[src/common/stc_consts.svh]
`ifndef STC_CONSTS_SVH
`define STC_CONSTS_SVH

// ----------------------------------------------------------------
// register indices (byte address is four times the index)
// ----------------------------------------------------------------
`define STC_IDX_TALLY 8'h57
`define STC_IDX_CTL 8'hb3
`define STC_IDX_RSTAT 8'hd0
`define STC_IDX_PORTSEL 8'h4c
`define STC_IDX_ISTAT 8'he0
`define STC_IDX_IMASK 8'he1

// ----------------------------------------------------------------
// control register fields and reset value
// ----------------------------------------------------------------
`define STC_CTL_RST 8'h00
`define STC_CTL_EN 0
`define STC_CTL_CLK_HI 2
`define STC_CTL_CLK_LO 1
`define STC_CTL_GATE_HI 7
`define STC_CTL_GATE_LO 6
`define STC_GATE_OFF 2'b00
`define STC_GATE_ON 2'b10

// ----------------------------------------------------------------
// status register fields
// ----------------------------------------------------------------
`define STC_RSTAT_LACT 0
`define STC_RSTAT_RACT 5

// ----------------------------------------------------------------
// interrupt status bits
// ----------------------------------------------------------------
`define STC_IRQ_W 4
`define STC_IRQ_START 0
`define STC_IRQ_DONE 1
`define STC_IRQ_ERR 2
`define STC_IRQ_LOCK 3

// ----------------------------------------------------------------
// remote serializer programming
// ----------------------------------------------------------------
`define STC_SER_REG 8'h14
`define STC_SER_EN 0

// ----------------------------------------------------------------
// error tally values
// ----------------------------------------------------------------
`define STC_TALLY_FAIL 8'hff
`define STC_TALLY_MAX 8'hfe
`define STC_TALLY_ZERO 8'h00

// ----------------------------------------------------------------
// pseudo-random sequence (x^7 + x^6 + 1)
// ----------------------------------------------------------------
`define STC_PRBS_LEN 7
`define STC_PRBS_TAP_A 6
`define STC_PRBS_TAP_B 5

`endif

[src/common/stc_pkg.sv]
package stc_pkg;
  typedef logic [7:0] byte_t;
  typedef enum logic [3:0] {
    ST_IDLE = 4'b0001,
    ST_ARM = 4'b0010,
    ST_RUN = 4'b0100,
    ST_DISARM = 4'b1000
  } test_state_t;
endpackage

[src/self_test_control.sv]
`timescale 1ns/100ps
`include "stc_consts.svh"

module self_test_control #(
  parameter int NPORTS = 2
) (
  input wire logic mclk,
  input wire logic rst,
  input wire logic psel,
  input wire logic penable,
  input wire logic pwrite,
  input wire logic [11:0] paddr,
  input wire logic [31:0] pwdata,
  output logic [31:0] prdata,
  output logic pready,
  output logic pslverr,
  input wire logic self_test_pin,
  input wire logic [1:0] gpio_in,
  input wire logic [NPORTS-1:0] rx_bit,
  input wire logic [NPORTS-1:0] rx_bit_valid,
  input wire logic [NPORTS-1:0] rx_lock,
  input wire logic line_monitor_in,
  input wire logic pattern_gen_en,
  output logic bc_wr_req,
  output stc_pkg::byte_t bc_wr_addr,
  output stc_pkg::byte_t bc_wr_data,
  input wire logic bc_wr_ack,
  input wire logic remote_self_test_active,
  output logic [NPORTS-1:0] lock_out,
  output logic [NPORTS-1:0] pass_out,
  output logic line_monitor_output,
  output logic outputs_enable,
  output logic csi_force_lp11,
  output logic self_test_active,
  output logic irq
);
  import stc_pkg::*;

  // ----------------------------------------------------------------
  // helpers
  // ----------------------------------------------------------------
  function automatic logic reg_hit(input logic [11:0] a, input byte_t idx);
    reg_hit = (a == {2'b00, idx, 2'b00});
  endfunction

  function automatic byte_t sat_inc(input byte_t v);
    sat_inc = (v >= `STC_TALLY_MAX) ? `STC_TALLY_MAX : v + 8'h01;
  endfunction

  // ----------------------------------------------------------------
  // pin synchronisers
  // ----------------------------------------------------------------
  logic [2:0] pin_s_q, pin_s_d;
  logic [1:0] gp1_q, gp1_d, gp2_q, gp2_d, gp3_q, gp3_d;
  logic pin_f_q, pin_f_d;
  logic [1:0] gp_f_q, gp_f_d;

  // filtered level changes once stages two and three agree
  always_comb begin
    pin_s_d = {pin_s_q[1:0], self_test_pin};
    gp1_d = gpio_in;
    gp2_d = gp1_q;
    gp3_d = gp2_q;
    pin_f_d = (pin_s_q[1] == pin_s_q[2]) ? pin_s_q[2] : pin_f_q;
    gp_f_d = gp_f_q;
    for (int i = 0; i < 2; i++) begin
      if (gp2_q[i] == gp3_q[i]) begin
        gp_f_d[i] = gp3_q[i];
      end
    end
  end

  // synchroniser registers
  always_ff @(posedge mclk or posedge rst) begin
    if (rst) begin
      pin_s_q <= 3'h0;
      gp1_q <= 2'h0;
      gp2_q <= 2'h0;
      gp3_q <= 2'h0;
      pin_f_q <= 1'b0;
      gp_f_q <= 2'h0;
    end else begin
      pin_s_q <= pin_s_d;
      gp1_q <= gp1_d;
      gp2_q <= gp2_d;
      gp3_q <= gp3_d;
      pin_f_q <= pin_f_d;
      gp_f_q <= gp_f_d;
    end
  end

  // ----------------------------------------------------------------
  // register bus decode
  // ----------------------------------------------------------------
  byte_t ctl_q, ctl_d;
  logic [7:0] port_sel_q, port_sel_d;
  logic [`STC_IRQ_W-1:0] istat_q, istat_d, imask_q, imask_d;
  logic [`STC_IRQ_W-1:0] ev;
  logic [31:0] rdata_q, rdata_d;
  logic wr_en, rd_setup, mapped;
  byte_t tally_sel;

  assign wr_en = psel && penable && pwrite;
  assign rd_setup = psel && !penable && !pwrite;
  assign mapped = reg_hit(paddr, `STC_IDX_TALLY) ||
                  reg_hit(paddr, `STC_IDX_CTL) ||
                  reg_hit(paddr, `STC_IDX_RSTAT) ||
                  reg_hit(paddr, `STC_IDX_PORTSEL) ||
                  reg_hit(paddr, `STC_IDX_ISTAT) ||
                  reg_hit(paddr, `STC_IDX_IMASK);
  assign pready = 1'b1; // zero wait states
  assign pslverr = psel && penable && !mapped;

  // ----------------------------------------------------------------
  // test sequencer
  // ----------------------------------------------------------------
  test_state_t st_q, st_d;
  logic [1:0] clk_sel_q, clk_sel_d;
  logic test_req;
  logic running;

  assign test_req = pin_f_q || ctl_q[`STC_CTL_EN];
  assign running = (st_q == ST_RUN);

  // next state and remote programming
  always_comb begin
    st_d = st_q;
    clk_sel_d = clk_sel_q;
    case (st_q)
      ST_IDLE: begin
        if (test_req) begin
          st_d = ST_ARM;
          if (pin_f_q) begin
            clk_sel_d = gp_f_q;
          end else begin
            clk_sel_d = ctl_q[`STC_CTL_CLK_HI:`STC_CTL_CLK_LO];
          end
        end
      end
      ST_ARM: begin
        if (bc_wr_ack) begin
          st_d = ST_RUN;
        end
      end
      ST_RUN: begin
        if (!test_req) begin
          st_d = ST_DISARM;
        end
      end
      ST_DISARM: begin
        if (bc_wr_ack) begin
          st_d = ST_IDLE;
        end
      end
      default: begin
        st_d = ST_IDLE;
      end
    endcase
  end

  // sequencer registers
  always_ff @(posedge mclk or posedge rst) begin
    if (rst) begin
      st_q <= ST_IDLE;
      clk_sel_q <= 2'h0;
    end else begin
      st_q <= st_d;
      clk_sel_q <= clk_sel_d;
    end
  end

  // back-channel write held until acknowledged
  always_comb begin
    bc_wr_req = (st_q == ST_ARM) || (st_q == ST_DISARM);
    bc_wr_addr = `STC_SER_REG;
    bc_wr_data = `STC_TALLY_ZERO;
    if (st_q == ST_ARM) begin
      bc_wr_data[`STC_CTL_CLK_HI:`STC_CTL_CLK_LO] = clk_sel_q;
      bc_wr_data[`STC_SER_EN] = 1'b1;
    end
  end

  // ----------------------------------------------------------------
  // per-port checking and tallies
  // ----------------------------------------------------------------
  logic [NPORTS-1:0] err;
  byte_t tally_q [NPORTS];
  byte_t tally_d [NPORTS];
  logic [NPORTS-1:0] seen_q, seen_d, lost_q, lost_d;
  logic start_ev;

  assign start_ev = (st_q == ST_IDLE) && test_req;

  for (genvar p = 0; p < NPORTS; p++) begin : g_port
    prbs_checker u_chk (
      .mclk(mclk),
      .rst(rst),
      .check_en(running && rx_lock[p]),
      .bit_in(rx_bit[p]),
      .bit_valid(rx_bit_valid[p]),
      .err_pulse(err[p])
    );
  end

  // count errors, remember lock history
  always_comb begin
    seen_d = seen_q;
    lost_d = lost_q;
    for (int p = 0; p < NPORTS; p++) begin
      tally_d[p] = tally_q[p];
      if (start_ev) begin
        tally_d[p] = `STC_TALLY_ZERO;
        seen_d[p] = 1'b0;
        lost_d[p] = 1'b0;
      end else if (running) begin
        if (rx_lock[p]) begin
          seen_d[p] = 1'b1;
        end else if (seen_q[p]) begin
          lost_d[p] = 1'b1;
        end
        if (err[p] && rx_lock[p]) begin
          tally_d[p] = sat_inc(tally_q[p]);
        end
      end
    end
  end

  // tally registers
  always_ff @(posedge mclk or posedge rst) begin
    if (rst) begin
      seen_q <= '0;
      lost_q <= '0;
      for (int p = 0; p < NPORTS; p++) begin
        tally_q[p] <= `STC_TALLY_ZERO;
      end
    end else begin
      seen_q <= seen_d;
      lost_q <= lost_d;
      for (int p = 0; p < NPORTS; p++) begin
        tally_q[p] <= tally_d[p];
      end
    end
  end

  // selected port tally, failure code overrides the count
  always_comb begin
    tally_sel = `STC_TALLY_ZERO;
    for (int p = 0; p < NPORTS; p++) begin
      if (port_sel_q == 8'(p)) begin
        tally_sel = (lost_q[p] || !seen_q[p]) ? `STC_TALLY_FAIL
                                              : tally_q[p];
      end
    end
  end

  // ----------------------------------------------------------------
  // registers, interrupts and read data
  // ----------------------------------------------------------------
  always_comb begin
    ev = '0;
    ev[`STC_IRQ_START] = start_ev;
    ev[`STC_IRQ_DONE] = running && !test_req;
    ev[`STC_IRQ_ERR] = running && |(err & rx_lock);
    ev[`STC_IRQ_LOCK] = running && |(seen_q & ~rx_lock);
    ctl_d = ctl_q;
    port_sel_d = port_sel_q;
    imask_d = imask_q;
    istat_d = istat_q;
    if (wr_en && reg_hit(paddr, `STC_IDX_CTL)) begin
      ctl_d = pwdata[7:0];
    end
    if (wr_en && reg_hit(paddr, `STC_IDX_PORTSEL)) begin
      port_sel_d = pwdata[7:0];
    end
    if (wr_en && reg_hit(paddr, `STC_IDX_IMASK)) begin
      imask_d = pwdata[`STC_IRQ_W-1:0];
    end
    if (wr_en && reg_hit(paddr, `STC_IDX_ISTAT)) begin
      istat_d = istat_q & ~pwdata[`STC_IRQ_W-1:0];
    end
    istat_d = istat_d | ev; // set wins over clear
    rdata_d = rdata_q;
    if (rd_setup) begin
      rdata_d = 32'h0;
      if (reg_hit(paddr, `STC_IDX_TALLY)) begin
        rdata_d[7:0] = tally_sel;
      end
      if (reg_hit(paddr, `STC_IDX_CTL)) begin
        rdata_d[7:0] = ctl_q;
      end
      if (reg_hit(paddr, `STC_IDX_RSTAT)) begin
        rdata_d[`STC_RSTAT_RACT] = remote_self_test_active;
        rdata_d[`STC_RSTAT_LACT] = (st_q != ST_IDLE);
      end
      if (reg_hit(paddr, `STC_IDX_PORTSEL)) begin
        rdata_d[7:0] = port_sel_q;
      end
      if (reg_hit(paddr, `STC_IDX_ISTAT)) begin
        rdata_d[`STC_IRQ_W-1:0] = istat_q;
      end
      if (reg_hit(paddr, `STC_IDX_IMASK)) begin
        rdata_d[`STC_IRQ_W-1:0] = imask_q;
      end
    end
  end

  // register file
  always_ff @(posedge mclk or posedge rst) begin
    if (rst) begin
      ctl_q <= `STC_CTL_RST;
      port_sel_q <= 8'h00;
      imask_q <= '0;
      istat_q <= '0;
      rdata_q <= 32'h0;
    end else begin
      ctl_q <= ctl_d;
      port_sel_q <= port_sel_d;
      imask_q <= imask_d;
      istat_q <= istat_d;
      rdata_q <= rdata_d;
    end
  end

  assign prdata = rdata_q;
  assign irq = |(istat_q & imask_q);

  // ----------------------------------------------------------------
  // device outputs
  // ----------------------------------------------------------------
  logic [NPORTS-1:0] lock_q, pass_q;
  logic lmon_q;

  // status outputs run in every mode
  always_ff @(posedge mclk or posedge rst) begin
    if (rst) begin
      lock_q <= '0;
      pass_q <= '0;
      lmon_q <= 1'b0;
    end else begin
      lock_q <= rx_lock;
      pass_q <= rx_lock & ~err;
      lmon_q <= line_monitor_in;
    end
  end

  assign lock_out = lock_q;
  assign pass_out = pass_q;
  assign line_monitor_output = lmon_q;
  assign self_test_active = (st_q != ST_IDLE);

  // only the 10 setting lets outputs run during the test
  assign outputs_enable = !self_test_active ||
    (ctl_q[`STC_CTL_GATE_HI:`STC_CTL_GATE_LO] == `STC_GATE_ON);
  assign csi_force_lp11 = self_test_active && outputs_enable &&
    !pattern_gen_en;
endmodule

[src/prbs_checker.sv]
`timescale 1ns/100ps
`include "stc_consts.svh"

module prbs_checker (
  input wire logic mclk,
  input wire logic rst,
  input wire logic check_en,
  input wire logic bit_in,
  input wire logic bit_valid,
  output logic err_pulse
);
  import stc_pkg::*;

  logic [`STC_PRBS_LEN-1:0] shift_q, shift_d;
  logic [2:0] fill_q, fill_d;
  logic err_q, err_d;
  logic expected;
  logic full;

  // self-synchronising compare: the history seeds the prediction
  always_comb begin
    expected = shift_q[`STC_PRBS_TAP_A] ^ shift_q[`STC_PRBS_TAP_B];
    full = (fill_q == 3'(`STC_PRBS_LEN));
    shift_d = shift_q;
    fill_d = fill_q;
    err_d = 1'b0;
    if (!check_en) begin
      fill_d = 3'h0;
    end else if (bit_valid) begin
      shift_d = {shift_q[`STC_PRBS_LEN-2:0], bit_in};
      if (!full) begin
        fill_d = fill_q + 3'h1;
      end
      err_d = full && (bit_in != expected);
    end
  end

  // history and error registers
  always_ff @(posedge mclk or posedge rst) begin
    if (rst) begin
      shift_q <= '0;
      fill_q <= 3'h0;
      err_q <= 1'b0;
    end else begin
      shift_q <= shift_d;
      fill_q <= fill_d;
      err_q <= err_d;
    end
  end

  assign err_pulse = err_q;
endmodule

[config.mk]
export PLATFORM = sky130hd
export DESIGN_NAME = self_test_control
export DESIGN_NICKNAME = d
export VERILOG_FILES = /design/src/common/stc_pkg.sv /design/src/self_test_control.sv /design/src/prbs_checker.sv
export VERILOG_INCLUDE_DIRS = /design/src /design/src/common
export SDC_FILE = /design/constraint.sdc
export NUM_CORES = 1
export LEC_CHECK = 0
export ABC_AREA = 1
export BUFFER_PORTS_ARGS = -buffer_cell sky130_fd_sc_hd__buf_2
export CAP_MARGIN = 30
export CORE_UTILIZATION = 49
export CTS_BUF_LIST = sky130_fd_sc_hd__clkbuf_16
export DETAILED_ROUTE_END_ITERATION = 10
export PLACE_DENSITY = 0.77
export SLEW_MARGIN = 5
export SYNTH_ARGS = -nofsm -noshare
export SYNTH_HDL_FRONTEND = slang
export SYNTH_SLANG_ARGS = --single-unit
[constraint.sdc]
create_clock -name mclk -period 3.06 [get_ports mclk]
set_clock_uncertainty 0.2 [all_clocks]
set_input_delay 0.153 -clock mclk [delete_from_list [all_inputs] [get_ports mclk]]
set_output_delay 0.153 -clock mclk [all_outputs]
set_load 0.005 [all_outputs]
==> impl_results.html, run 1 <==
<table>
<tr><th>Metric</th><th>Value</th></tr>
<tr><th colspan="2">Power and ir drop</th></tr>
<tr><td>Switch Pwr</td><td>0.000968 W</td></tr>
<tr><td>Leakage power total</td><td>3.08 nW</td></tr>
<tr><td>Design internal power</td><td>0.00229 W</td></tr>
<tr><td>Worst VDD drop</td><td>0.000357 V</td></tr>
<tr><td>Clock network fraction of total power</td><td>0.351</td></tr>
<tr><td>Total power divided by cell area</td><td>537 nW/µm²</td></tr>
<tr><td>Share of power burned in registers</td><td>0.465</td></tr>
<tr><td>Combinational group share of total power</td><td>0.184</td></tr>
<tr><td>Switching Fraction</td><td>0.297</td></tr>
<tr><th colspan="2">Routing</th></tr>
<tr><td>DRT Wirelength</td><td>10,900 µm</td></tr>
<tr><td>Post-detailed-route wirelength per cell</td><td>12.7 µm</td></tr>
<tr><td>Post-detailed-route via-to-cell ratio</td><td>4.98</td></tr>
<tr><td>Total via count after detailed routing</td><td>4,276</td></tr>
<tr><td>Post-route ant nets</td><td>0</td></tr>
<tr><td>DR pass1 iterations</td><td>6</td></tr>
<tr><td>First-iteration detailed-routing DRC count</td><td>311</td></tr>
<tr><td>Remaining routing DRC violations</td><td>0</td></tr>
<tr><th colspan="2">Setup path</th></tr>
<tr><td>Nature of the critical path endpoint</td><td>flip-flop</td></tr>
<tr><td>Critical Path Max Stage Delay</td><td>0.57 ns</td></tr>
<tr><td>Cell with the largest stage delay on the worst path</td><td>sky130_fd_sc_hd__dlygate4sd3_1</td></tr>
<tr><td>Chain of cells forming the critical path</td><td>nor2_1 -&gt; nand2_1 -&gt; nor2_1 -&gt; o21ai_0 -&gt; nand2_1 -&gt; nand3_1 -&gt; nand4_1 -&gt; nand2_1 -&gt; dlygate4sd3_1 -&gt; nand2_1</td></tr>
<tr><td>Worst path arrival time</td><td>2.45 ns</td></tr>
<tr><td>Stages on worst setup path</td><td>10</td></tr>
<tr><td>Required time of the critical path</td><td>3.14 ns</td></tr>
<tr><td>Critical Path Fanout Max</td><td>8</td></tr>
<tr><td>Family with the most delay on the worst path</td><td>simple AND/OR/NAND/NOR gates</td></tr>
<tr><td>Type of origin of the critical path</td><td>flip-flop</td></tr>
<tr><td>Buf/Inv on CP</td><td>1</td></tr>
<tr><td>Most prevalent standard cell on the critical path</td><td>sky130_fd_sc_hd__nand2_1</td></tr>
<tr><td>Category of the critical setup timing path</td><td>flip-flop to flip-flop</td></tr>
<tr><td>Number of cells on the worst reg-to-reg path</td><td>10</td></tr>
<tr><th colspan="2">Synth</th></tr>
<tr><td>Synthesis Warnings</td><td>0</td></tr>
<tr><td>Number of enable-type register cells in the synthesized netlist</td><td>0</td></tr>
<tr><td>Distinct cell type count after synthesis</td><td>39</td></tr>
<tr><td>Synthesized area</td><td>5250 µm²</td></tr>
<tr><td>Mean instance size in the synthesized netlist</td><td>8.30 µm²</td></tr>
<tr><td>Biggest area consumer among synthesized cells</td><td>sky130_fd_sc_hd__dfrtp_1</td></tr>
<tr><td>Leading cell types by count after synthesis</td><td>sky130_fd_sc_hd__nand2_1 (133), sky130_fd_sc_hd__dfrtp_1 (96), sky130_fd_sc_hd__inv_1 (88), sky130_fd_sc_hd__o21ai_0 (46)</td></tr>
<tr><td>Most used DFF post-synth</td><td>sky130_fd_sc_hd__dfrtp_1</td></tr>
<tr><td>Share of async-settable or async-resettable flops after synthesis</td><td>1.00</td></tr>
<tr><td>Top-area cell type share of the netlist area</td><td>0.457</td></tr>
<tr><td>Yosys reg bits</td><td>97</td></tr>
<tr><td>Top cells by area in the synthesized netlist</td><td>sky130_fd_sc_hd__dfrtp_1 (46%), sky130_fd_sc_hd__nand2_1 (9.5%), sky130_fd_sc_hd__inv_1 (6.3%)</td></tr>
<tr><td>Post-synthesis cell count</td><td>633</td></tr>
<tr><td>Sequential-to-total area share from yosys stat</td><td>0.462</td></tr>
<tr><td>Top-count cell post-synth</td><td>sky130_fd_sc_hd__nand2_1</td></tr>
<tr><th colspan="2">Clock tree</th></tr>
<tr><td>Number of buffers created by CTS</td><td>9</td></tr>
<tr><td>Skew-Pair Late Insertion Delay</td><td>0.35 ns</td></tr>
<tr><td>H-Tree Depth</td><td>3</td></tr>
<tr><td>CTS tree</td><td>built</td></tr>
<tr><td>Cell chosen for the clock root</td><td>sky130_fd_sc_hd__clkbuf_16</td></tr>
<tr><td>Clock sink count</td><td>97</td></tr>
<tr><td>Clock slew at reported path FFs</td><td>0.07 ns</td></tr>
<tr><td>Maximum buffer depth of the clock tree</td><td>2</td></tr>
<tr><th colspan="2">Cells and area</th></tr>
<tr><td>Area Overhead vs Synth</td><td>15.3%</td></tr>
<tr><td>Fraction of final layout cells with drive strength greater than 1</td><td>0.185</td></tr>
<tr><td>Area occupied by registers</td><td>2430 µm²</td></tr>
<tr><td>Filler cell count</td><td>920</td></tr>
<tr><td>Count of antenna diodes in the layout</td><td>0</td></tr>
<tr><td>Design area</td><td>6060 µm²</td></tr>
<tr><td>Number of nets in the finished design</td><td>788</td></tr>
<tr><td>Area occupied by multi-input gates</td><td>2250 µm²</td></tr>
<tr><td>Core Util, Final</td><td>0.584</td></tr>
<tr><th colspan="2">Hold path</th></tr>
<tr><td>Worst hold path stage count</td><td>3</td></tr>
<tr><td>Worst hold path class</td><td>primary input to flip-flop</td></tr>
<tr><th colspan="2">Timing</th></tr>
<tr><td>Max-slew violation count</td><td>0</td></tr>
<tr><td>Worst path setup slack after routing</td><td>0.688 ns</td></tr>
<tr><td>Share of the cycle needed by the critical path after routing</td><td>0.775</td></tr>
<tr><td>Fin crit period</td><td>2.37 ns</td></tr>
<tr><td>Tightest Pin Transition</td><td>0.717 ns</td></tr>
<tr><td>Worst Hold Margin</td><td>0.0486 ns</td></tr>
<tr><td>Hold violation total from the final report</td><td>0</td></tr>
<tr><td>Final sum of negative setup slack</td><td>0 ns</td></tr>
<tr><td>Endpoints failing setup</td><td>0</td></tr>
<tr><td>Maximum clock frequency</td><td>422 MHz</td></tr>
<tr><td>Unrepaired setup endpoints after global routing</td><td>false</td></tr>
<tr><td>Tightest slew margin relative to the limit</td><td>0.521</td></tr>
<tr><th colspan="2">Floorplanning</th></tr>
<tr><td>Top-level port count</td><td>122</td></tr>
<tr><td>Die ar.</td><td>11,100 µm²</td></tr>
<tr><td>Starting density of the core</td><td>0.507</td></tr>
<tr><td>Chip Width</td><td>106 µm</td></tr>
<tr><td>Overall die height</td><td>106 µm</td></tr>
<tr><td>Floorplan Core Area</td><td>10,400 µm²</td></tr>
<tr><td>Standard-cell row count</td><td>37</td></tr>
<tr><th colspan="2">Global routing</th></tr>
<tr><td>Pin count of the biggest net entering global routing</td><td>57</td></tr>
<tr><td>Met2 Resource Use GR</td><td>0.340</td></tr>
<tr><td>Number of antenna violations at the first check in global routing</td><td>0</td></tr>
<tr><td>Overall Global Routing Usage</td><td>0.203</td></tr>
<tr><td>Most utilized layer in the global route result</td><td>met2</td></tr>
<tr><td>Met1 capacity usage during global routing</td><td>0.259</td></tr>
<tr><td>Via count of the first global-routing pass</td><td>4,036</td></tr>
<tr><td>Global-route wire length before repair</td><td>17,900 µm</td></tr>
<tr><td>Total grt overflow</td><td>0</td></tr>
<tr><td>Met3 routing resource usage after global routing</td><td>0.0322</td></tr>
<tr><th colspan="2">Placement</th></tr>
<tr><td>Worst slack at placement</td><td>1.15 ns</td></tr>
<tr><td>Weighted congestion at the end of routability-driven global placement</td><td>0.906</td></tr>
<tr><td>Port buffer count</td><td>59</td></tr>
<tr><td>Placement-stage cell area</td><td>5520 µm²</td></tr>
<tr><td>Dpl hpwl</td><td>8050 µm</td></tr>
<tr><th colspan="2">Run status</th></tr>
<tr><td>Outcome</td><td>finished, final reports clean</td></tr>
<tr><th colspan="2">Flow run</th></tr>
<tr><td>Number of max-cap violations</td><td>0</td></tr>
</table>
-- layout make-up --
class,instances,share of cell area
Tap cell,136,0.0281
Inverter,95,0.0591
Multi-Input combinational cell,432,0.372
Sequential cell,97,0.401
Clock buffer,9,0.0372
Clock inverter,7,0.0126
Timing Repair Buffer,83,0.0901
-- worst register-to-register path: cells and delay by family, from the launching register on --
kind / cells / cell delay [ns]
DFF: 1 / 0.40
and+or+nand+nor: 8 / 0.98
buffers and inverters: 1 / 0.57
AOI/OAI and AO/OA: 1 / 0.15
-- routing by layer --
| layer | wire length (µm) | up-vias | part of all wire |
|---|---|---|---|
| met5 | 0 | - | 0 |
| met2 | 5120 | 154 | 0.47 |
| met1 | 4870 | 1972 | 0.45 |
| met4 | 290 | 0 | 0.027 |
| met3 | 606 | 26 | 0.056 |
| li1 | - | 2124 | - |
-- final timing paths --
| kind | startpoint | endpoint | slack (ns) |
|---|---|---|---|
| max in group asynchronous | rst | port_sel_q[2] | 1.70 |
| setup reg to reg | port_sel_q[4] | prdata[5] | 0.69 |
| hold / removal | paddr[2] | imask_q[1] | 0.05 |
| setup / recovery | port_sel_q[4] | prdata[5] | 0.69 |
| hold reg to reg | gp1_q[0] | gp2_q[0] | 0.15 |
| min in group asynchronous | rst | g_port[1].u_chk.shift_q[3] | 0.24 |
-- placed cells by master, fill, tap and decap left out, types with 2 or more instances in the layout --
cell / netlist / layout
sky130_fd_sc_hd__a21oi_1: 14 / 14
sky130_fd_sc_hd__o21ai_2: 16 / 16
sky130_fd_sc_hd__nor2_2: 7 / 7
sky130_fd_sc_hd__nor2_1: 40 / 40
sky130_fd_sc_hd__dlygate4sd3_1: 0 / 23
sky130_fd_sc_hd__nor2_4: 4 / 4
sky130_fd_sc_hd__inv_6: 0 / 2
sky130_fd_sc_hd__o22ai_1: 6 / 6
sky130_fd_sc_hd__nor3_2: 2 / 2
sky130_fd_sc_hd__nand4_1: 7 / 7
sky130_fd_sc_hd__nand3_2: 5 / 5
sky130_fd_sc_hd__ha_1: 8 / 8
sky130_fd_sc_hd__nand2_1: 133 / 133
sky130_fd_sc_hd__dfrtp_1: 96 / 96
sky130_fd_sc_hd__mux2_1: 3 / 3
sky130_fd_sc_hd__conb_1: 2 / 38
sky130_fd_sc_hd__o21ai_0: 46 / 46
sky130_fd_sc_hd__nor3_4: 2 / 2
sky130_fd_sc_hd__o21ai_1: 21 / 21
sky130_fd_sc_hd__inv_2: 7 / 7
sky130_fd_sc_hd__clkinv_2: 0 / 2
sky130_fd_sc_hd__nor3_1: 7 / 7
sky130_fd_sc_hd__xor2_1: 8 / 8
sky130_fd_sc_hd__o211ai_1: 3 / 3
sky130_fd_sc_hd__clkbuf_16: 0 / 9
sky130_fd_sc_hd__inv_1: 88 / 87
sky130_fd_sc_hd__a31oi_1: 2 / 2
sky130_fd_sc_hd__nand2_2: 9 / 9
sky130_fd_sc_hd__maj3_1: 3 / 3
sky130_fd_sc_hd__buf_2: 1 / 59
sky130_fd_sc_hd__nand3_1: 38 / 38
sky130_fd_sc_hd__a211oi_2: 2 / 2
-- registers in the layout, summed over array words and instances, names as in the netlist, 3 cells and up --
register / flops
imask_q: 4
ctl_q: 8
prdata: 8
pin_s_q: 3
istat_q: 4
st_q: 4
tally_q: 16
g_port.u_chk.fill_q: 6
g_port.u_chk.shift_q: 14
port_sel_q: 8
-- kinds of logic (layout without fill, tap and decap cells) --
group | Yosys count | after routing | share of synthesized area
AOI/OAI and AO/OA | 111 | 111 | 0.124
xor gates and xnor gates | 9 | 9 | 0.0150
adders and majority gates | 11 | 11 | 0.0248
buffers and inverters | 140 | 194 | 0.135
DFF | 97 | 97 | 0.462
muxes | 3 | 3 | 0.00643
other | 2 | 38 | 0.00143
and+or+nand+nor | 260 | 260 | 0.232
-- power groups by stage --
| stage | clock (W) | sequential (W) | combinational [W] |
|---|---|---|---|
| 6_report | 0.00114 | 0.00151 | 0.000599 |
| 3_5_place_dp | 0 | 0.00154 | 0.000578 |
| 5_1_grt | 0.00121 | 0.00153 | 0.000675 |
| 2_1_floorplan | 0 | 0.00152 | 0.000442 |
| 3_3_place_gp | 0 | 0.00153 | 0.000558 |
| 4_1_cts | 0.00116 | 0.00151 | 0.000603 |
-- what timing repair did --
action	CTS	global route
hold buffers	23	0
endpoints found under the hold margin	79	0
gates resized for setup	0	0
setup buffers	0	0
-- stage by stage --
step / std cells / total power, W
CTS: 859 / 0.00327
global route: 859 / 0.00341
global placement: 820 / 0.00209
finish: 859 / 0.00325
detailed placement: 820 / 0.00212
floorplan: 669 / 0.00196
(Power assumes the default switching activity.)
==> run 2, diff against run 1 <==
--- a/config.mk
+++ b/config.mk
@@ -6,13 +6,13 @@
 export SDC_FILE = /design/constraint.sdc
 export NUM_CORES = 1
 export LEC_CHECK = 0
-export ABC_AREA = 1
+export ABC_AREA = 0
 export BUFFER_PORTS_ARGS = -buffer_cell sky130_fd_sc_hd__buf_2
 export CAP_MARGIN = 30
-export CORE_UTILIZATION = 49
+export CORE_UTILIZATION = 50
 export CTS_BUF_LIST = sky130_fd_sc_hd__clkbuf_16
 export DETAILED_ROUTE_END_ITERATION = 10
-export PLACE_DENSITY = 0.77
+export PLACE_DENSITY = 0.76
 export SLEW_MARGIN = 5
 export SYNTH_ARGS = -nofsm -noshare
 export SYNTH_HDL_FRONTEND = slang
==> constraint.sdc (replaced) <==
create_clock -name mclk -period 2.4 [get_ports mclk]
set_clock_uncertainty 0.2 [all_clocks]
set_input_delay 0.12 -clock mclk [delete_from_list [all_inputs] [get_ports mclk]]
set_output_delay 0.12 -clock mclk [all_outputs]
set_load 0.005 [all_outputs]
==> impl_results.html, run 2 <==
<table>
<tr><th>Metric</th><th>Value</th></tr>
<tr><th colspan="2">Placement</th></tr>
<tr><td>Port buffer count</td><td>59</td></tr>
<tr><td>Worst slack at placement</td><td>0.194 ns</td></tr>
<tr><td>Number of placed instances, taps included</td><td>637</td></tr>
<tr><td>Placement-stage cell area</td><td>5250 µm²</td></tr>
<tr><td>Dpl hpwl</td><td>7440 µm</td></tr>
<tr><td>Weighted congestion at the end of routability-driven global placement</td><td>0.937</td></tr>
<tr><th colspan="2">Synth</th></tr>
<tr><td>Post-synthesis compound-gate area fraction</td><td>0.102</td></tr>
<tr><td>Post-synthesis cell count</td><td>457</td></tr>
<tr><td>Number of enable-type register cells in the synthesized netlist</td><td>0</td></tr>
<tr><td>Leading cell types by count after synthesis</td><td>sky130_fd_sc_hd__dfrtp_1 (96), sky130_fd_sc_hd__buf_4 (40), sky130_fd_sc_hd__nor2_1 (39), sky130_fd_sc_hd__nand2_1 (32), sky130_fd_sc_hd__a21oi_1 (23)</td></tr>
<tr><td>Share of async-settable or async-resettable flops after synthesis</td><td>1.00</td></tr>
<tr><td>Yosys reg bits</td><td>97</td></tr>
<tr><td>Biggest area consumer among synthesized cells</td><td>sky130_fd_sc_hd__dfrtp_1</td></tr>
<tr><td>Most used DFF post-synth</td><td>sky130_fd_sc_hd__dfrtp_1</td></tr>
<tr><td>Largest family of logic cells by synthesized area</td><td>simple AND/OR/NAND/NOR gates</td></tr>
<tr><td>Arithmetic-cell share of the synthesized area counting full adders, half adders and majority gates</td><td>0.0263</td></tr>
<tr><td>Top-count cell post-synth</td><td>sky130_fd_sc_hd__dfrtp_1</td></tr>
<tr><td>Distinct cell type count after synthesis</td><td>63</td></tr>
<tr><td>Synthesis Warnings</td><td>0</td></tr>
<tr><td>Synthesized area</td><td>4950 µm²</td></tr>
<tr><td>Top cells by area in the synthesized netlist</td><td>sky130_fd_sc_hd__dfrtp_1 (49%), sky130_fd_sc_hd__buf_4 (6.1%), sky130_fd_sc_hd__mux2_2 (5.0%)</td></tr>
<tr><td>Top-area cell type share of the netlist area</td><td>0.485</td></tr>
<tr><td>Multiplexer share of the synthesized area</td><td>0.107</td></tr>
<tr><td>Mean instance size in the synthesized netlist</td><td>10.8 µm²</td></tr>
<tr><td>Area fraction in and, or, nand and nor cells after synthesis</td><td>0.177</td></tr>
<tr><td>Sequential-to-total area share from yosys stat</td><td>0.491</td></tr>
<tr><td>XOR/XNOR Fraction of Synth Area</td><td>0.0124</td></tr>
<tr><th colspan="2">Hold path</th></tr>
<tr><td>Worst hold path class</td><td>primary input to flip-flop</td></tr>
<tr><th colspan="2">Cells and area</th></tr>
<tr><td>Count of antenna diodes in the layout</td><td>0</td></tr>
<tr><td>Area Overhead vs Synth</td><td>15.6%</td></tr>
<tr><td>Number of nets in the finished design</td><td>608</td></tr>
<tr><td>Final standard cell count with taps included and fillers excluded</td><td>672</td></tr>
<tr><td>Fraction of final layout cells with drive strength greater than 1</td><td>0.249</td></tr>
<tr><td>Max reg flops</td><td>16</td></tr>
<tr><td>Highest-count cells in the layout ignoring fill and taps</td><td>sky130_fd_sc_hd__dfrtp_1 (96), sky130_fd_sc_hd__buf_2 (59), sky130_fd_sc_hd__nor2_1 (39)</td></tr>
<tr><td>Most common cell after layout, fill and taps aside</td><td>sky130_fd_sc_hd__dfrtp_1</td></tr>
<tr><td>Largest registers</td><td>tally_q: 16 flops, g_port.u_chk.shift_q: 14 flops</td></tr>
<tr><td>Design area</td><td>5730 µm²</td></tr>
<tr><td>Largest reg by FF count</td><td>tally_q</td></tr>
<tr><th colspan="2">Timing</th></tr>
<tr><td>Tightest slew margin relative to the limit</td><td>0.461</td></tr>
<tr><td>Worst path setup slack after routing</td><td>0.254 ns</td></tr>
<tr><td>Maximum clock frequency</td><td>466 MHz</td></tr>
<tr><td>Final sum of negative setup slack</td><td>0 ns</td></tr>
<tr><td>Hold violation total from the final report</td><td>0</td></tr>
<tr><td>Max-slew violation count</td><td>0</td></tr>
<tr><td>Tightest Pin Transition</td><td>0.804 ns</td></tr>
<tr><td>Share of the cycle needed by the critical path after routing</td><td>0.894</td></tr>
<tr><td>Endpoints failing setup</td><td>0</td></tr>
<tr><td>Unrepaired setup endpoints after global routing</td><td>false</td></tr>
<tr><td>Fin crit period</td><td>2.15 ns</td></tr>
<tr><th colspan="2">Routing</th></tr>
<tr><td>Post-detailed-route wirelength per cell</td><td>15.0 µm</td></tr>
<tr><td>Post-route ant nets</td><td>0</td></tr>
<tr><td>Remaining routing DRC violations</td><td>0</td></tr>
<tr><td>Post-detailed-route via-to-cell ratio</td><td>5.40</td></tr>
<tr><td>DR pass1 iterations</td><td>4</td></tr>
<tr><td>Total via count after detailed routing</td><td>3,631</td></tr>
<tr><td>First-iteration detailed-routing DRC count</td><td>198</td></tr>
<tr><td>DRT Wirelength</td><td>10,100 µm</td></tr>
<tr><th colspan="2">Global routing</th></tr>
<tr><td>Global-route wire length before repair</td><td>16,900 µm</td></tr>
<tr><td>Overall Global Routing Usage</td><td>0.215</td></tr>
<tr><td>Pin count of the biggest net entering global routing</td><td>48</td></tr>
<tr><td>Number of antenna violations at the first check in global routing</td><td>0</td></tr>
<tr><td>Via count of the first global-routing pass</td><td>3,553</td></tr>
<tr><td>Total grt overflow</td><td>0</td></tr>
<tr><th colspan="2">Setup path</th></tr>
<tr><td>Cell with the largest stage delay on the worst path</td><td>sky130_fd_sc_hd__nor4b_4</td></tr>
<tr><td>Critical Path Max Stage Delay</td><td>0.53 ns</td></tr>
<tr><td>Critical Path Fanout Max</td><td>10</td></tr>
<tr><td>Worst path arrival time</td><td>2.17 ns</td></tr>
<tr><td>Category of the critical setup timing path</td><td>flip-flop to flip-flop</td></tr>
<tr><td>Required time of the critical path</td><td>2.42 ns</td></tr>
<tr><td>Type of origin of the critical path</td><td>flip-flop</td></tr>
<tr><td>Nature of the critical path endpoint</td><td>flip-flop</td></tr>
<tr><td>Chain of cells forming the critical path</td><td>nor4b_4 -&gt; and3_1 -&gt; nand4_1 -&gt; mux2i_1 -&gt; nor2_1</td></tr>
<tr><th colspan="2">Floorplanning</th></tr>
<tr><td>Starting density of the core</td><td>0.526</td></tr>
<tr><td>Standard-cell row count</td><td>35</td></tr>
<tr><td>Top-level port count</td><td>122</td></tr>
<tr><td>Die ar.</td><td>10,300 µm²</td></tr>
<tr><td>Overall die height</td><td>102 µm</td></tr>
<tr><td>Floorplan Core Area</td><td>9420 µm²</td></tr>
<tr><td>Chip Width</td><td>102 µm</td></tr>
<tr><th colspan="2">Clock tree</th></tr>
<tr><td>Clock sink count</td><td>97</td></tr>
<tr><td>Cell chosen for the clock root</td><td>sky130_fd_sc_hd__clkbuf_16</td></tr>
<tr><td>Maximum buffer depth of the clock tree</td><td>2</td></tr>
<tr><td>Clock slew at reported path FFs</td><td>0.07 ns</td></tr>
<tr><td>Number of buffers created by CTS</td><td>9</td></tr>
<tr><td>H-Tree Depth</td><td>3</td></tr>
<tr><td>Skew-Pair Late Insertion Delay</td><td>0.34 ns</td></tr>
<tr><td>CTS tree</td><td>built</td></tr>
<tr><th colspan="2">Power and ir drop</th></tr>
<tr><td>Total power divided by cell area</td><td>658 nW/µm²</td></tr>
<tr><td>Leakage power total</td><td>2.80 nW</td></tr>
<tr><td>Worst VDD drop</td><td>0.000474 V</td></tr>
<tr><td>Power consumption</td><td>0.00377 W</td></tr>
<tr><th colspan="2">Flow run</th></tr>
<tr><td>Number of max-cap violations</td><td>0</td></tr>
<tr><th colspan="2">Run status</th></tr>
<tr><td>Outcome</td><td>finished, final reports clean</td></tr>
</table>
run 2: cell types whose count changed in the layout (fill, tap and decap cells not counted), sizes merged, moves of 8 or more:
cell,previous run,this run
and3,0,11
nand2,143,32
mux2,3,34
mux2i,0,10
nand3,43,11
buf,60,69
o21ai,83,9
a21oi,14,23
nor2,51,41
inv,97,14
nor2b,0,8
run 2: kinds of logic after synthesis:
logic type	count (synthesis)
AOI/OAI and AO/OA	76
xor gates and xnor gates	7
adders and majority gates	11
buffers and inverters	63
DFF	97
muxes	44
other	2
and+or+nand+nor	157
run 2: cell type report:
| type | instances | area, µm² |
|---|---|---|
| well taps | 129 | 161 |
| clock inverters | 7 | 58.8 |
| repair buffers | 88 | 573 |
| clock buffers | 9 | 225 |
| fillers | 769 | 3690 |
| inverters | 9 | 37.5 |
| multi-input cells | 333 | 2240 |
| flip-flops and latches | 97 | 2430 |
run 2: layer usage:
| metal | track usage | vias to the layer above | wire (µm) |
|---|---|---|---|
| met5 | 0 | - | 0 |
| met4 | 0.0780 | 0 | 162 |
| met2 | 0.362 | 123 | 4910 |
| met1 | 0.277 | 1768 | 4600 |
| li1 | - | 1723 | - |
| met3 | 0.0421 | 17 | 418 |
run 2: metrics by stage:
stage,utilization,hold slack [ns]
floorplan,-,-0.0486
CTS,0.608,0.0297
detailed placement,0.558,0.0301
finish,0.608,0.0367
global placement,0.558,0.0290
global route,0.608,0.0763
run 2: what timing repair did:
| action | 4_1_cts | 5_1_grt |
|---|---|---|
| hold buffers | 19 | 0 |
| setup buffers | 0 | 0 |
| setup endpoints to repair | 0 | 2 |
| hold endpoints to repair | 77 | 0 |
| resized for setup | 0 | 1 |
run 2: worst paths after layout:
| check | start | end | slack (ns) | depth (start not counted) |
|---|---|---|---|---|
| worst min-delay path | rx_bit_valid[1] | g_port[1].u_chk.fill_q[2] | 0.04 | 4 |
| worst min register to register | gp1_q[0] | gp2_q[0] | 0.15 | 0 |
| max in group asynchronous | rst | ctl_q[1] | 1.10 | 4 |
| worst max register to register | st_q[1] | tally_q[4] | 0.25 | 5 |
| worst max-delay path | st_q[1] | tally_q[4] | 0.25 | 5 |
| min in group asynchronous | rst | g_port[1].u_chk.shift_q[1] | 0.21 | 3 |
run 2: critical path: cells and delay by family, from the launching register on:
| family | cells | cell delay, ns |
|---|---|---|
| simple gates | 4 | 1.17 |
| flops | 1 | 0.48 |
| mux | 1 | 0.18 |
run 2: where the power goes:
part | internal, W | switching [W] | leakage, nW
combinational | 0.000251 | 0.000315 | 1.37
sequential | 0.00174 | 0.0000929 | 1.29
clock | 0.000723 | 0.000647 | 0.145
==> run 3, diff against run 2 <==
--- a/config.mk
+++ b/config.mk
@@ -6,13 +6,13 @@
 export SDC_FILE = /design/constraint.sdc
 export NUM_CORES = 1
 export LEC_CHECK = 0
-export ABC_AREA = 0
+export ABC_AREA = 1
 export BUFFER_PORTS_ARGS = -buffer_cell sky130_fd_sc_hd__buf_2
 export CAP_MARGIN = 30
 export CORE_UTILIZATION = 50
 export CTS_BUF_LIST = sky130_fd_sc_hd__clkbuf_16
 export DETAILED_ROUTE_END_ITERATION = 10
-export PLACE_DENSITY = 0.76
+export PLACE_DENSITY = 0.75
 export SLEW_MARGIN = 5
 export SYNTH_ARGS = -nofsm -noshare
 export SYNTH_HDL_FRONTEND = slang
==> impl_results.html, run 3 (synthesis gave the netlist of run 1 again) <==
<table>
<tr><th>Metric</th><th>Value</th></tr>
<tr><th colspan="2">Floorplanning</th></tr>
<tr><td>Floorplan Core Area</td><td>10,200 µm²</td></tr>
<tr><td>Top-level port count</td><td>122</td></tr>
<tr><td>Chip Width</td><td>104 µm</td></tr>
<tr><td>Die ar.</td><td>10,900 µm²</td></tr>
<tr><td>Standard-cell row count</td><td>37</td></tr>
<tr><td>Starting density of the core</td><td>0.513</td></tr>
<tr><td>Overall die height</td><td>104 µm</td></tr>
<tr><th colspan="2">Power and ir drop</th></tr>
<tr><td>Total power divided by cell area</td><td>681 nW/µm²</td></tr>
<tr><td>Leakage power total</td><td>3.09 nW</td></tr>
<tr><td>Worst VDD drop</td><td>0.000569 V</td></tr>
<tr><th colspan="2">Clock tree</th></tr>
<tr><td>Maximum buffer depth of the clock tree</td><td>2</td></tr>
<tr><td>Clock slew at reported path FFs</td><td>0.07 ns</td></tr>
<tr><td>Clock sink count</td><td>97</td></tr>
<tr><td>Cell chosen for the clock root</td><td>sky130_fd_sc_hd__clkbuf_16</td></tr>
<tr><td>CTS tree</td><td>built</td></tr>
<tr><td>Skew-Pair Late Insertion Delay</td><td>0.34 ns</td></tr>
<tr><td>H-Tree Depth</td><td>3</td></tr>
<tr><td>Gates resized, CTS repair</td><td>0</td></tr>
<tr><td>Number of buffers created by CTS</td><td>9</td></tr>
<tr><th colspan="2">Global routing</th></tr>
<tr><td>Pin count of the biggest net entering global routing</td><td>40</td></tr>
<tr><td>Number of antenna violations at the first check in global routing</td><td>0</td></tr>
<tr><td>Overall Global Routing Usage</td><td>0.216</td></tr>
<tr><td>Total grt overflow</td><td>0</td></tr>
<tr><td>Global-route wire length before repair</td><td>18,800 µm</td></tr>
<tr><td>Via count of the first global-routing pass</td><td>4,222</td></tr>
<tr><th colspan="2">Timing</th></tr>
<tr><td>Tightest slew margin relative to the limit</td><td>0.577</td></tr>
<tr><td>Share of the cycle needed by the critical path after routing</td><td>0.822</td></tr>
<tr><td>Fin crit period</td><td>1.97 ns</td></tr>
<tr><td>Tightest Pin Transition</td><td>0.634 ns</td></tr>
<tr><td>Hold violation total from the final report</td><td>0</td></tr>
<tr><td>Worst path setup slack after routing</td><td>0.426 ns</td></tr>
<tr><td>Maximum clock frequency</td><td>507 MHz</td></tr>
<tr><td>Endpoints failing setup</td><td>0</td></tr>
<tr><td>Unrepaired setup endpoints after global routing</td><td>false</td></tr>
<tr><td>Max-slew violation count</td><td>0</td></tr>
<tr><td>Final sum of negative setup slack</td><td>0 ns</td></tr>
<tr><th colspan="2">Routing</th></tr>
<tr><td>First-iteration detailed-routing DRC count</td><td>283</td></tr>
<tr><td>Post-detailed-route wirelength per cell</td><td>12.7 µm</td></tr>
<tr><td>Post-detailed-route via-to-cell ratio</td><td>4.97</td></tr>
<tr><td>Post-route ant nets</td><td>0</td></tr>
<tr><td>DRT Wirelength</td><td>10,900 µm</td></tr>
<tr><td>DR pass1 iterations</td><td>4</td></tr>
<tr><td>Remaining routing DRC violations</td><td>0</td></tr>
<tr><td>Total via count after detailed routing</td><td>4,279</td></tr>
<tr><th colspan="2">Cells and area</th></tr>
<tr><td>Largest registers</td><td>tally_q: 16 flops, g_port.u_chk.shift_q: 14 flops</td></tr>
<tr><td>Number of nets in the finished design</td><td>790</td></tr>
<tr><td>Count of antenna diodes in the layout</td><td>0</td></tr>
<tr><td>Most common cell after layout, fill and taps aside</td><td>sky130_fd_sc_hd__nand2_1</td></tr>
<tr><td>Highest-count cells in the layout ignoring fill and taps</td><td>sky130_fd_sc_hd__nand2_1 (133), sky130_fd_sc_hd__dfrtp_1 (96), sky130_fd_sc_hd__inv_1 (88)</td></tr>
<tr><td>Core Util, Final</td><td>0.594</td></tr>
<tr><td>Area occupied by multi-input gates</td><td>2250 µm²</td></tr>
<tr><td>Max reg flops</td><td>16</td></tr>
<tr><td>Area Overhead vs Synth</td><td>15.8%</td></tr>
<tr><td>Area occupied by registers</td><td>2430 µm²</td></tr>
<tr><td>Filler cell count</td><td>888</td></tr>
<tr><td>Fraction of final layout cells with drive strength greater than 1</td><td>0.186</td></tr>
<tr><td>Largest reg by FF count</td><td>tally_q</td></tr>
<tr><th colspan="2">Setup path</th></tr>
<tr><td>Reg2Reg Capture Point</td><td>tally_q[14]</td></tr>
<tr><td>Critical R2R Launch</td><td>st_q[3]</td></tr>
<tr><td>Critical Path Fanout Max</td><td>8</td></tr>
<tr><td>Required time of the critical path</td><td>2.41 ns</td></tr>
<tr><td>Category of the critical setup timing path</td><td>flip-flop to flip-flop</td></tr>
<tr><td>Number of cells on the worst reg-to-reg path</td><td>6</td></tr>
<tr><td>Type of origin of the critical path</td><td>flip-flop</td></tr>
<tr><td>Worst path arrival time</td><td>1.98 ns</td></tr>
<tr><td>Setup slack of the worst register-to-register path</td><td>0.43 ns</td></tr>
<tr><td>Nature of the critical path endpoint</td><td>flip-flop</td></tr>
<tr><th colspan="2">Placement</th></tr>
<tr><td>Worst slack at placement</td><td>0.461 ns</td></tr>
<tr><td>Port buffer count</td><td>59</td></tr>
<tr><td>Dpl hpwl</td><td>8210 µm</td></tr>
<tr><td>Weighted congestion at the end of routability-driven global placement</td><td>0.877</td></tr>
<tr><th colspan="2">Run status</th></tr>
<tr><td>Outcome</td><td>finished, final reports clean</td></tr>
<tr><th colspan="2">Hold path</th></tr>
<tr><td>Worst hold path class</td><td>primary input to flip-flop</td></tr>
<tr><td>Endpoint of the worst hold-timing path</td><td>imask_q[3]</td></tr>
<tr><td>Startpoint of the tightest hold check path</td><td>paddr[2]</td></tr>
<tr><td>Worst hold path stage count</td><td>3</td></tr>
<tr><th colspan="2">Flow run</th></tr>
<tr><td>Number of max-cap violations</td><td>0</td></tr>
</table>
-- run 3: metal layers --
| layer | vias to the layer above | global-route usage | part of all wire |
|---|---|---|---|
| met5 | - | 0 | 0 |
| met4 | 0 | 0.0796 | 0.019 |
| met3 | 17 | 0.0307 | 0.041 |
| met2 | 110 | 0.379 | 0.49 |
| met1 | 2014 | 0.269 | 0.45 |
| li1 | 2138 | - | - |
-- run 3: area by class of cell --
type,instances,share of cell area
sequential,97,0.399
multi-input combinational,432,0.370
timing repair buffer,85,0.0947
inverter,95,0.0593
clock buffer,9,0.0370
tap,136,0.0280
clock inverter,7,0.0113
-- run 3: metrics by stage --
step / hold slack [ns] / power [W] / cells / instance area (µm²)
after floorplan: -0.0486 / 0.00250 / 669 / 5390
after global placement: 0.0275 / 0.00268 / 821 / 5550
after detailed placement: 0.0317 / 0.00272 / 821 / 5550
after CTS: 0.0185 / 0.00418 / 861 / 6080
after global routing: 0.0601 / 0.00437 / 861 / 6080
final: 0.0294 / 0.00414 / 861 / 6080
-- run 3: worst max path at each step --
stage	from	slack, ns	end
2_1_floorplan	st_q[1]	0.79	g_port[0].u_chk.shift_q[6]
5_1_grt	st_q[3]	0.27	tally_q[14]
6_report	st_q[3]	0.43	tally_q[14]
3_5_place_dp	st_q[3]	0.46	tally_q[14]
3_3_place_gp	st_q[3]	0.54	tally_q[12]
4_1_cts	st_q[3]	0.44	tally_q[14]
-- run 3: report_power, final --
group,internal (W),total [W],switching (W),leakage (nW)
Combinational,0.000274,0.000785,0.000511,1.67
Clock,0.000808,0.00143,0.000618,0.147
Sequential,0.00183,0.00193,0.000105,1.27
-- run 3: what timing repair did --
action                    in CTS  in global routing
hold endpoints to repair      66                  0
hold buffers                  24                  0
buffers inserted               0                  0
-- run 3: critical path, stage by stage, from the launching register on --
cell and delay [ns]:
sky130_fd_sc_hd__dfrtp_1 0.42, sky130_fd_sc_hd__nor2_1 0.20, sky130_fd_sc_hd__nand3_2 0.24, sky130_fd_sc_hd__nor2_2 0.31, sky130_fd_sc_hd__inv_2 0.16, sky130_fd_sc_hd__nand2_1 0.21, sky130_fd_sc_hd__o21ai_0 0.10
